**config.mk**
```make
export PLATFORM = sky130hd
export DESIGN_NAME = bxt_transceiver
export DESIGN_NICKNAME = d
export VERILOG_FILES = /design/src/rtl/bxt_pkg.sv /design/src/rtl/bxt_transceiver.sv
export SDC_FILE = /design/constraint.sdc
export NUM_CORES = 1
export LEC_CHECK = 0
export ABC_CLOCK_PERIOD_IN_PS = 2100
export BUFFER_PORTS_ARGS = -buffer_cell sky130_fd_sc_hd__buf_4
export CAP_MARGIN = 15
export CORE_MARGIN = 2
export CORE_UTILIZATION = 49
export CTS_CLUSTER_SIZE = 14
export DETAILED_ROUTE_END_ITERATION = 10
export GPL_TIMING_DRIVEN = 0
export PLACE_DENSITY = 0.89
export SYNTH_ARGS = -nofsm -noshare
export SYNTH_HDL_FRONTEND = slang
export SYNTH_SLANG_ARGS = --single-unit
```
**constraint.sdc**
```tcl
create_clock -name hclk -period 2.1 [get_ports hclk]
set_clock_uncertainty 0.05 [all_clocks]
set_input_delay 0.21 -clock hclk [delete_from_list [all_inputs] [get_ports hclk]]
set_output_delay 0.21 -clock hclk [all_outputs]
set_load 0.005 [all_outputs]
```
**src/rtl/bxt_pkg.sv**
```systemverilog
// package: constants, register map and carrier types of the bus transceiver
package bxt_pkg;

    // ----------------------------------------------------------------
    // data path
    // ----------------------------------------------------------------
    localparam int unsigned BXT_DATA_W = 18;
    localparam int unsigned BXT_DIRS   = 2;
    localparam int unsigned BXT_DIR_AB = 0;
    localparam int unsigned BXT_DIR_BA = 1;

    // ----------------------------------------------------------------
    // register map (byte offsets)
    // ----------------------------------------------------------------
    localparam int unsigned BXT_OFS_W        = 12;
    localparam logic [11:0] BXT_OFS_STORE_AB = 12'h000;
    localparam logic [11:0] BXT_OFS_STORE_BA = 12'h004;
    localparam logic [11:0] BXT_OFS_PINS     = 12'h008;
    localparam logic [11:0] BXT_OFS_CTRL     = 12'h00C;

    // ctrl fields and reset values
    localparam int unsigned BXT_CTRL_W     = 2;
    localparam logic [1:0]  BXT_CTRL_RST   = 2'h3;
    localparam logic [31:0] BXT_WORD_ZERO  = 32'h0000_0000;
    localparam logic        BXT_OE_N_RST   = 1'b1;

    // ahb
    localparam int unsigned BXT_HTRANS_ACT = 1;
    localparam logic        BXT_HRESP_OKAY = 1'b0;

    // ----------------------------------------------------------------
    // carrier types
    // ----------------------------------------------------------------
    typedef struct packed {
        logic out_en_n;
        logic latch_en;
        logic clk;
        logic clk_gate_n;
    } bxt_ctl_t;

    localparam int unsigned BXT_CTL_W = $bits(bxt_ctl_t);

    // idle pin levels: released, opaque, clock low, gate off
    localparam bxt_ctl_t BXT_CTL_IDLE = '{out_en_n: 1'b1, latch_en: 1'b0, clk: 1'b0, clk_gate_n: 1'b1};

endpackage

```
**src/rtl/bxt_transceiver.sv**
```systemverilog
// module: two-way latched/clocked bus transceiver with an ahb-lite status and control slave
//
// Our own choices: the address map and register access over AHB-Lite.
`timescale 1ns/1ps

// Operation
// RULE1 - two independent 18-bit paths, a to b and b to a, each own storage and controls
// RULE2 - latch enable high: storage follows port a data continuously
// RULE3 - latch enable low and clock steady: stored data held
// RULE4 - latch enable low, clock gated on: capture port data on each clock rising edge
// RULE5 - active-low clock gate per direction; edges store only while gate is low
// RULE6 - gate high and latch enable low: output keeps its level despite clock activity
// RULE7 - output enable low: stored data actively driven onto the far port; the code drives only while that direction's ctrl bit is set
// RULE8 - output enable high: far port released to high impedance, storage continues
// RULE9 - b to a path identical, using its own four controls
// RULE10 - latch enable falling keeps the value present at that fall
module bxt_transceiver #(
    parameter int unsigned WIDTH = bxt_pkg::BXT_DATA_W
) (
    // clock and reset
    input  wire logic             hclk,
    input  wire logic             hresetn,
    // ahb-lite slave
    input  wire logic             hsel,
    input  wire logic [31:0]      haddr,
    input  wire logic [1:0]       htrans,
    input  wire logic             hwrite,
    input  wire logic [2:0]       hsize,
    input  wire logic [31:0]      hwdata,
    input  wire logic             hready,
    output logic                  hreadyout,
    output logic                  hresp,
    output logic [31:0]           hrdata,
    // a to b controls
    input  wire logic             a_to_b_output_enable_n,
    input  wire logic             a_to_b_latch_enable,
    input  wire logic             a_to_b_clock,
    input  wire logic             a_to_b_clock_gate_n,
    // b to a controls
    input  wire logic             b_to_a_output_enable_n,
    input  wire logic             b_to_a_latch_enable,
    input  wire logic             b_to_a_clock,
    input  wire logic             b_to_a_clock_gate_n,
    // port a pins
    input  wire logic [WIDTH-1:0] port_a_in,
    output logic      [WIDTH-1:0] port_a_out,
    output logic                  port_a_oe_n,
    // port b pins
    input  wire logic [WIDTH-1:0] port_b_in,
    output logic      [WIDTH-1:0] port_b_out,
    output logic                  port_b_oe_n
);

    // ----------------------------------------------------------------
    // pin grouping
    // ----------------------------------------------------------------
    bxt_pkg::bxt_ctl_t ctl_raw  [bxt_pkg::BXT_DIRS];
    logic [WIDTH-1:0]  data_raw [bxt_pkg::BXT_DIRS];
    bxt_pkg::bxt_ctl_t ctl_sync [bxt_pkg::BXT_DIRS];
    logic [WIDTH-1:0]  stored   [bxt_pkg::BXT_DIRS];
    logic              drive_n  [bxt_pkg::BXT_DIRS];
    logic [bxt_pkg::BXT_CTRL_W-1:0] ctrl;

    assign ctl_raw[bxt_pkg::BXT_DIR_AB]  = '{out_en_n:   a_to_b_output_enable_n,
                                              latch_en:   a_to_b_latch_enable,
                                              clk:        a_to_b_clock,
                                              clk_gate_n: a_to_b_clock_gate_n};
    assign ctl_raw[bxt_pkg::BXT_DIR_BA]  = '{out_en_n:   b_to_a_output_enable_n,
                                              latch_en:   b_to_a_latch_enable,
                                              clk:        b_to_a_clock,
                                              clk_gate_n: b_to_a_clock_gate_n}; // see RULE9
    assign data_raw[bxt_pkg::BXT_DIR_AB] = port_a_in;
    assign data_raw[bxt_pkg::BXT_DIR_BA] = port_b_in;

    // ----------------------------------------------------------------
    // per-direction storage path
    // ----------------------------------------------------------------
    // data and controls share the same two-stage synchroniser so that a
    // clock edge is always paired with the data that stood beside it
    for (genvar d = 0; d < bxt_pkg::BXT_DIRS; d++)
    begin : g_dir
        bxt_pkg::bxt_ctl_t ctl_s1;
        bxt_pkg::bxt_ctl_t ctl_s2;
        logic              clk_prev;
        logic [WIDTH-1:0]  data_s1;
        logic [WIDTH-1:0]  data_s2;
        logic [WIDTH-1:0]  store;
        logic              oe_n;
        bxt_pkg::bxt_ctl_t next_ctl_s1;
        bxt_pkg::bxt_ctl_t next_ctl_s2;
        logic              next_clk_prev;
        logic [WIDTH-1:0]  next_data_s1;
        logic [WIDTH-1:0]  next_data_s2;
        logic [WIDTH-1:0]  next_store;
        logic              next_oe_n;
        logic              rise;

        always_comb
        begin
            next_ctl_s1   = ctl_raw[d];
            next_ctl_s2   = ctl_s1;
            next_data_s1  = data_raw[d];
            next_data_s2  = data_s1;
            next_clk_prev = ctl_s2.clk;
            rise          = ctl_s2.clk & ~clk_prev;
            next_store    = store;                                      // see RULE3, see RULE6, see RULE10
            if (ctl_s2.latch_en)
            begin
                next_store = data_s2;                                   // see RULE2
            end
            else if (rise && !ctl_s2.clk_gate_n)
            begin
                next_store = data_s2;                                   // see RULE4, see RULE5
            end
            // software may additionally hold a port released; storage is unaffected
            next_oe_n = ctl_s2.out_en_n | ~ctrl[d];                     // see RULE7, see RULE8
        end

        always_ff @(posedge hclk or negedge hresetn)
        begin
            if (!hresetn)
            begin
                // restart as idle pins: no false drive and no false clock edge after reset
                ctl_s1   <= bxt_pkg::BXT_CTL_IDLE;
                ctl_s2   <= bxt_pkg::BXT_CTL_IDLE;
                clk_prev <= 1'b0;
                data_s1  <= '0;
                data_s2  <= '0;
                store    <= '0;
                oe_n     <= bxt_pkg::BXT_OE_N_RST;
            end
            else
            begin
                ctl_s1   <= next_ctl_s1;
                ctl_s2   <= next_ctl_s2;
                clk_prev <= next_clk_prev;
                data_s1  <= next_data_s1;
                data_s2  <= next_data_s2;
                store    <= next_store;
                oe_n     <= next_oe_n;
            end
        end

        assign ctl_sync[d] = ctl_s2;
        assign stored[d]   = store;                                     // see RULE1
        assign drive_n[d]  = oe_n;
    end

    // ----------------------------------------------------------------
    // pin outputs
    // ----------------------------------------------------------------
    assign port_b_out  = stored[bxt_pkg::BXT_DIR_AB];                   // see RULE7
    assign port_b_oe_n = drive_n[bxt_pkg::BXT_DIR_AB];                  // see RULE8
    assign port_a_out  = stored[bxt_pkg::BXT_DIR_BA];                   // see RULE9
    assign port_a_oe_n = drive_n[bxt_pkg::BXT_DIR_BA];                  // see RULE9

    // ----------------------------------------------------------------
    // ahb-lite slave
    // ----------------------------------------------------------------
    // zero wait states: read data is prepared in the address phase
    logic                         wr_pend;
    logic [bxt_pkg::BXT_OFS_W-1:0] wr_ofs;
    logic                         next_wr_pend;
    logic [bxt_pkg::BXT_OFS_W-1:0] next_wr_ofs;
    logic [bxt_pkg::BXT_CTRL_W-1:0] next_ctrl;
    logic [31:0]                  next_hrdata;
    logic                         addr_ok;
    logic [bxt_pkg::BXT_OFS_W-1:0] ofs;

    assign hreadyout = 1'b1;
    assign hresp     = bxt_pkg::BXT_HRESP_OKAY;

    always_comb
    begin
        ofs          = haddr[bxt_pkg::BXT_OFS_W-1:0];
        addr_ok      = hsel & hready & htrans[bxt_pkg::BXT_HTRANS_ACT];
        next_wr_pend = addr_ok & hwrite;
        next_wr_ofs  = addr_ok ? ofs : wr_ofs;
        next_ctrl    = ctrl;
        if (wr_pend && wr_ofs == bxt_pkg::BXT_OFS_CTRL)
        begin
            next_ctrl = hwdata[bxt_pkg::BXT_CTRL_W-1:0];
        end
        next_hrdata = bxt_pkg::BXT_WORD_ZERO;
        if (addr_ok && !hwrite)
        begin
            unique case (ofs)
                bxt_pkg::BXT_OFS_STORE_AB: next_hrdata = 32'(stored[bxt_pkg::BXT_DIR_AB]);
                bxt_pkg::BXT_OFS_STORE_BA: next_hrdata = 32'(stored[bxt_pkg::BXT_DIR_BA]);
                bxt_pkg::BXT_OFS_PINS:     next_hrdata = 32'({ctl_sync[bxt_pkg::BXT_DIR_BA],
                                                              ctl_sync[bxt_pkg::BXT_DIR_AB]});
                bxt_pkg::BXT_OFS_CTRL:     next_hrdata = 32'(ctrl);
                default:                   next_hrdata = bxt_pkg::BXT_WORD_ZERO;
            endcase
        end
    end

    always_ff @(posedge hclk or negedge hresetn)
    begin
        if (!hresetn)
        begin
            wr_pend <= 1'b0;
            wr_ofs  <= '0;
            ctrl    <= bxt_pkg::BXT_CTRL_RST;
            hrdata  <= bxt_pkg::BXT_WORD_ZERO;
        end
        else
        begin
            wr_pend <= next_wr_pend;
            wr_ofs  <= next_wr_ofs;
            ctrl    <= next_ctrl;
            hrdata  <= next_hrdata;
        end
    end

endmodule

```
==> flow_metrics.env <==
export IMPL_clkLatencyLatePin_ns=0.53
export IMPL_synth_top_cell_area_share_pct=69.85
export IMPL_hold_viol=0
export IMPL_ys_top_cells_by_area="dfrtp_1, mux2_1, dfstp_2"
export IMPL_clock_sinks=161
export IMPL_antenna_cells=0
export IMPL_gp_congestion=0.7805
export IMPL_power_frac_clock_pct=43.3
export IMPL_dieHeight_um=108.4
export IMPL_reg2reg_from="ctl_sync[4]"
export IMPL_die_w_um=108.4
export IMPL_synth_edff_count=0
export IMPL_wirelength_um=11600
export IMPL_hpwl_um=6885
export IMPL_grt_pass1_vias=3610
export IMPL_crit_path_end_kind="flip-flop"
export IMPL_crit_type="flip-flop to flip-flop"
export IMPL_antenna_found_initial=0
export IMPL_powerDensity_nw_per_um2=942.9
export IMPL_setup_ws_ns=0.2613
export IMPL_stdcell_area_um2=7677
export IMPL_outcome="finished, final reports clean"
export IMPL_utilization_pct=71.45
export IMPL_layout_nets=631
export IMPL_avgSynthCellArea_um2=17.67
export IMPL_gr_total_overflow=0
export IMPL_row_count=38
export IMPL_setup_viol=0
export IMPL_drive_gt1_share_pct=38.97
export IMPL_power_switching_mw=1.585
export IMPL_layout_commonest_cell="dfrtp_1"
export IMPL_final_cell_mix="dfrtp_1, buf_4, dlygate4sd3_1, mux2_1"
export IMPL_netlist_instances=302
export IMPL_cp_arrival_ns=2.19
export IMPL_endpoint="port_b_out[10]"
export IMPL_yosysWarnings=0
export IMPL_num_io_pins=190
export IMPL_synth_largest_area_cell="dfrtp_1"
export IMPL_root_buffer="clkbuf_8"
export IMPL_cts_buffer_depth=2
export IMPL_crit_chain="nor2_1 > a21oi_4 > buf_4 > mux2_1"
export IMPL_p_seq_share_pct=47.5
export IMPL_ff2ff_setup_slack_ns=0.26
export IMPL_cts_inserted_buffers=17
export IMPL_required_ns=2.45
export IMPL_placed_area_um2=6490
export IMPL_drv_slew=0
export IMPL_cts_setup_buffers=0
export IMPL_start_util_pct=49.67
export IMPL_start_kind="flip-flop"
export IMPL_clk_pin_slew_worst_paths_ns=0.06
export IMPL_critPathLaunch="ctl_sync[4]"
export IMPL_drtAntennaViolNets=0
export IMPL_period_share_pct=87.56
export IMPL_core_area_um2=10750
export IMPL_area_growth_pct=43.83
export IMPL_synth_seq_area_share_pct=75.76
export IMPL_post_place_ws_ns=0.2870
export IMPL_whs_ns=0.1123
export IMPL_p_leak_nw=3.604
export IMPL_htree_levels=4
export IMPL_viasPerCell=4.760
export IMPL_grt_pass1_wl_um=18440
export IMPL_synthesis_area_um2=5338
export IMPL_crit_path_max_incr_delay_ns=0.53
export IMPL_drt_iter0_markers=173
export IMPL_critical_path_slowest_cell="dfstp_2"
export IMPL_ir_worst_vdd_mv=0.5922
export IMPL_rr_endpoint="port_b_out[10]"
export IMPL_fin_tns_setup_ns=0
export IMPL_drtPass1Iterations=4
export IMPL_critPathBufInv=1
export IMPL_fmax_mhz=543.9
export IMPL_max_cap_violations=0
export IMPL_cts_tree="done"
export IMPL_crit_fanout=10
export IMPL_fin_crit_ns=1.839
export IMPL_power_frac_comb_pct=9.2
export IMPL_drc=0
export IMPL_max_slew_worst_pin_slew_ns=0.7105
export IMPL_fp_dieArea_um2=11740
export IMPL_rsz0062_at_grt="no"
export IMPL_cp_depth=4
export IMPL_grt_max_degree=83
export IMPL_vias=3170
export IMPL_synthFlopType="dfrtp_1"
export IMPL_ff2ff_path_depth=4
export IMPL_netlist_cell_type_count=29
export IMPL_p_int_mw=5.654
export IMPL_wire_per_inst_um=17.41
export IMPL_grt_use_total_pct=21.82
export IMPL_port_buffer_count=119
export IMPL_cp_top_family="flip-flops"
export IMPL_yosys_register_bits=161
export IMPL_min_path_type="primary input to flip-flop"
export IMPL_swShare_pct=21.89
export IMPL_synthArstFlopShare_pct=100.0
export IMPL_maxSlewHeadroom_pct=52.63
[layout make-up]
class / count / area [um2]
Timing Repair Buffer: 178 / 1505
Tap cell: 140 / 175.2
Clock buffer: 20 / 425.4
Clock inverter: 12 / 181.4
Sequential cell: 161 / 4044
Fill cell: 663 / 3068
Buffer: 23 / 168.9
Multi-Input combinational cell: 132 / 1177
[cells in the mapped netlist, drive strengths merged (2+ instances only)]
| library cell | instances |
|---|---|
| nor2 | 4 |
| nor4 | 2 |
| mux2 | 50 |
| dfstp | 12 |
| mux4 | 2 |
| or2 | 5 |
| nor3 | 12 |
| nand2b | 2 |
| dfrtp | 149 |
| conb | 2 |
| nor2b | 3 |
| nand4 | 2 |
| mux2i | 16 |
| buf | 22 |
| nand2 | 5 |
| a21oi | 7 |
[per-layer routing]
layer	vias to the layer above	share of wire, %	GRT usage [%]
met5	-	0	0
met4	0	3.1	10.90
met3	28	4.1	6.389
met2	102	58	39.22
met1	1623	35	23.33
li1	1417	-	-
[per-stage QoR]
step	total power, mW	instances
floorplan	3.692	316
global placement	4.012	575
detailed placement	4.060	576
CTS	7.274	666
global route	7.521	666
finish	7.239	666
[sequential cells by signal, indices dropped and copies added (netlist names), 6 cells and up]
| signal | cells |
|---|---|
| port_a_out | 18 |
| ctl_sync | 6 |
| g_dir.ctl_s1 | 8 |
| g_dir.data_s2 | 36 |
| wr_ofs | 12 |
| port_b_out | 18 |
| hrdata | 18 |
| g_dir.data_s1 | 36 |
[tightest hold or removal path, delay by kind of cell]
kind,cells,cell delay [ns]
buffers and inverters,1,0.09
multiplexers,1,0.21
AND/OR/NAND/NOR,1,0.13
[worst min path at each step]
stage | startpoint | end | slack (ns) | depth (start not counted)
2_1_floorplan | hresetn | ctl_sync[2] | -0.14 | 0
3_3_place_gp | port_a_in[14] | g_dir[0].data_s1[14] | 0.27 | 1
3_5_place_dp | hresetn | g_dir[0].data_s1[6] | 0.24 | 1
4_1_cts | haddr[2] | hrdata[0] | 0.11 | 3
5_1_grt | haddr[2] | hrdata[0] | 0.13 | 3
6_report | haddr[2] | hrdata[0] | 0.11 | 3
[cells by family (layout without fill, tap and decap cells)]
logic type,Yosys count,count (layout),synth area share (%)
AOI/OAI and AO/OA,8,8,1.242
and+or+nand+nor,40,40,5.298
muxes,68,68,14.39
other,2,16,0.1407
DFF,161,161,75.76
buffers and inverters,23,233,3.164
[timing repair]
| item | 4_1_cts | 5_1_grt |
|---|---|---|
| hold buffers | 58 | 0 |
| endpoints found under the hold margin | 136 | 0 |
| resized for setup | 0 | 0 |
[power groups by stage]
stage	clock, mW	sequential, mW	combinational [mW]
2_1_floorplan	0	3.46	0.228
3_3_place_gp	0	3.47	0.541
3_5_place_dp	0	3.49	0.570
4_1_cts	3.17	3.44	0.665
5_1_grt	3.34	3.46	0.722
6_report	3.14	3.44	0.663
Note: power is estimated with default switching activity, not from simulation.
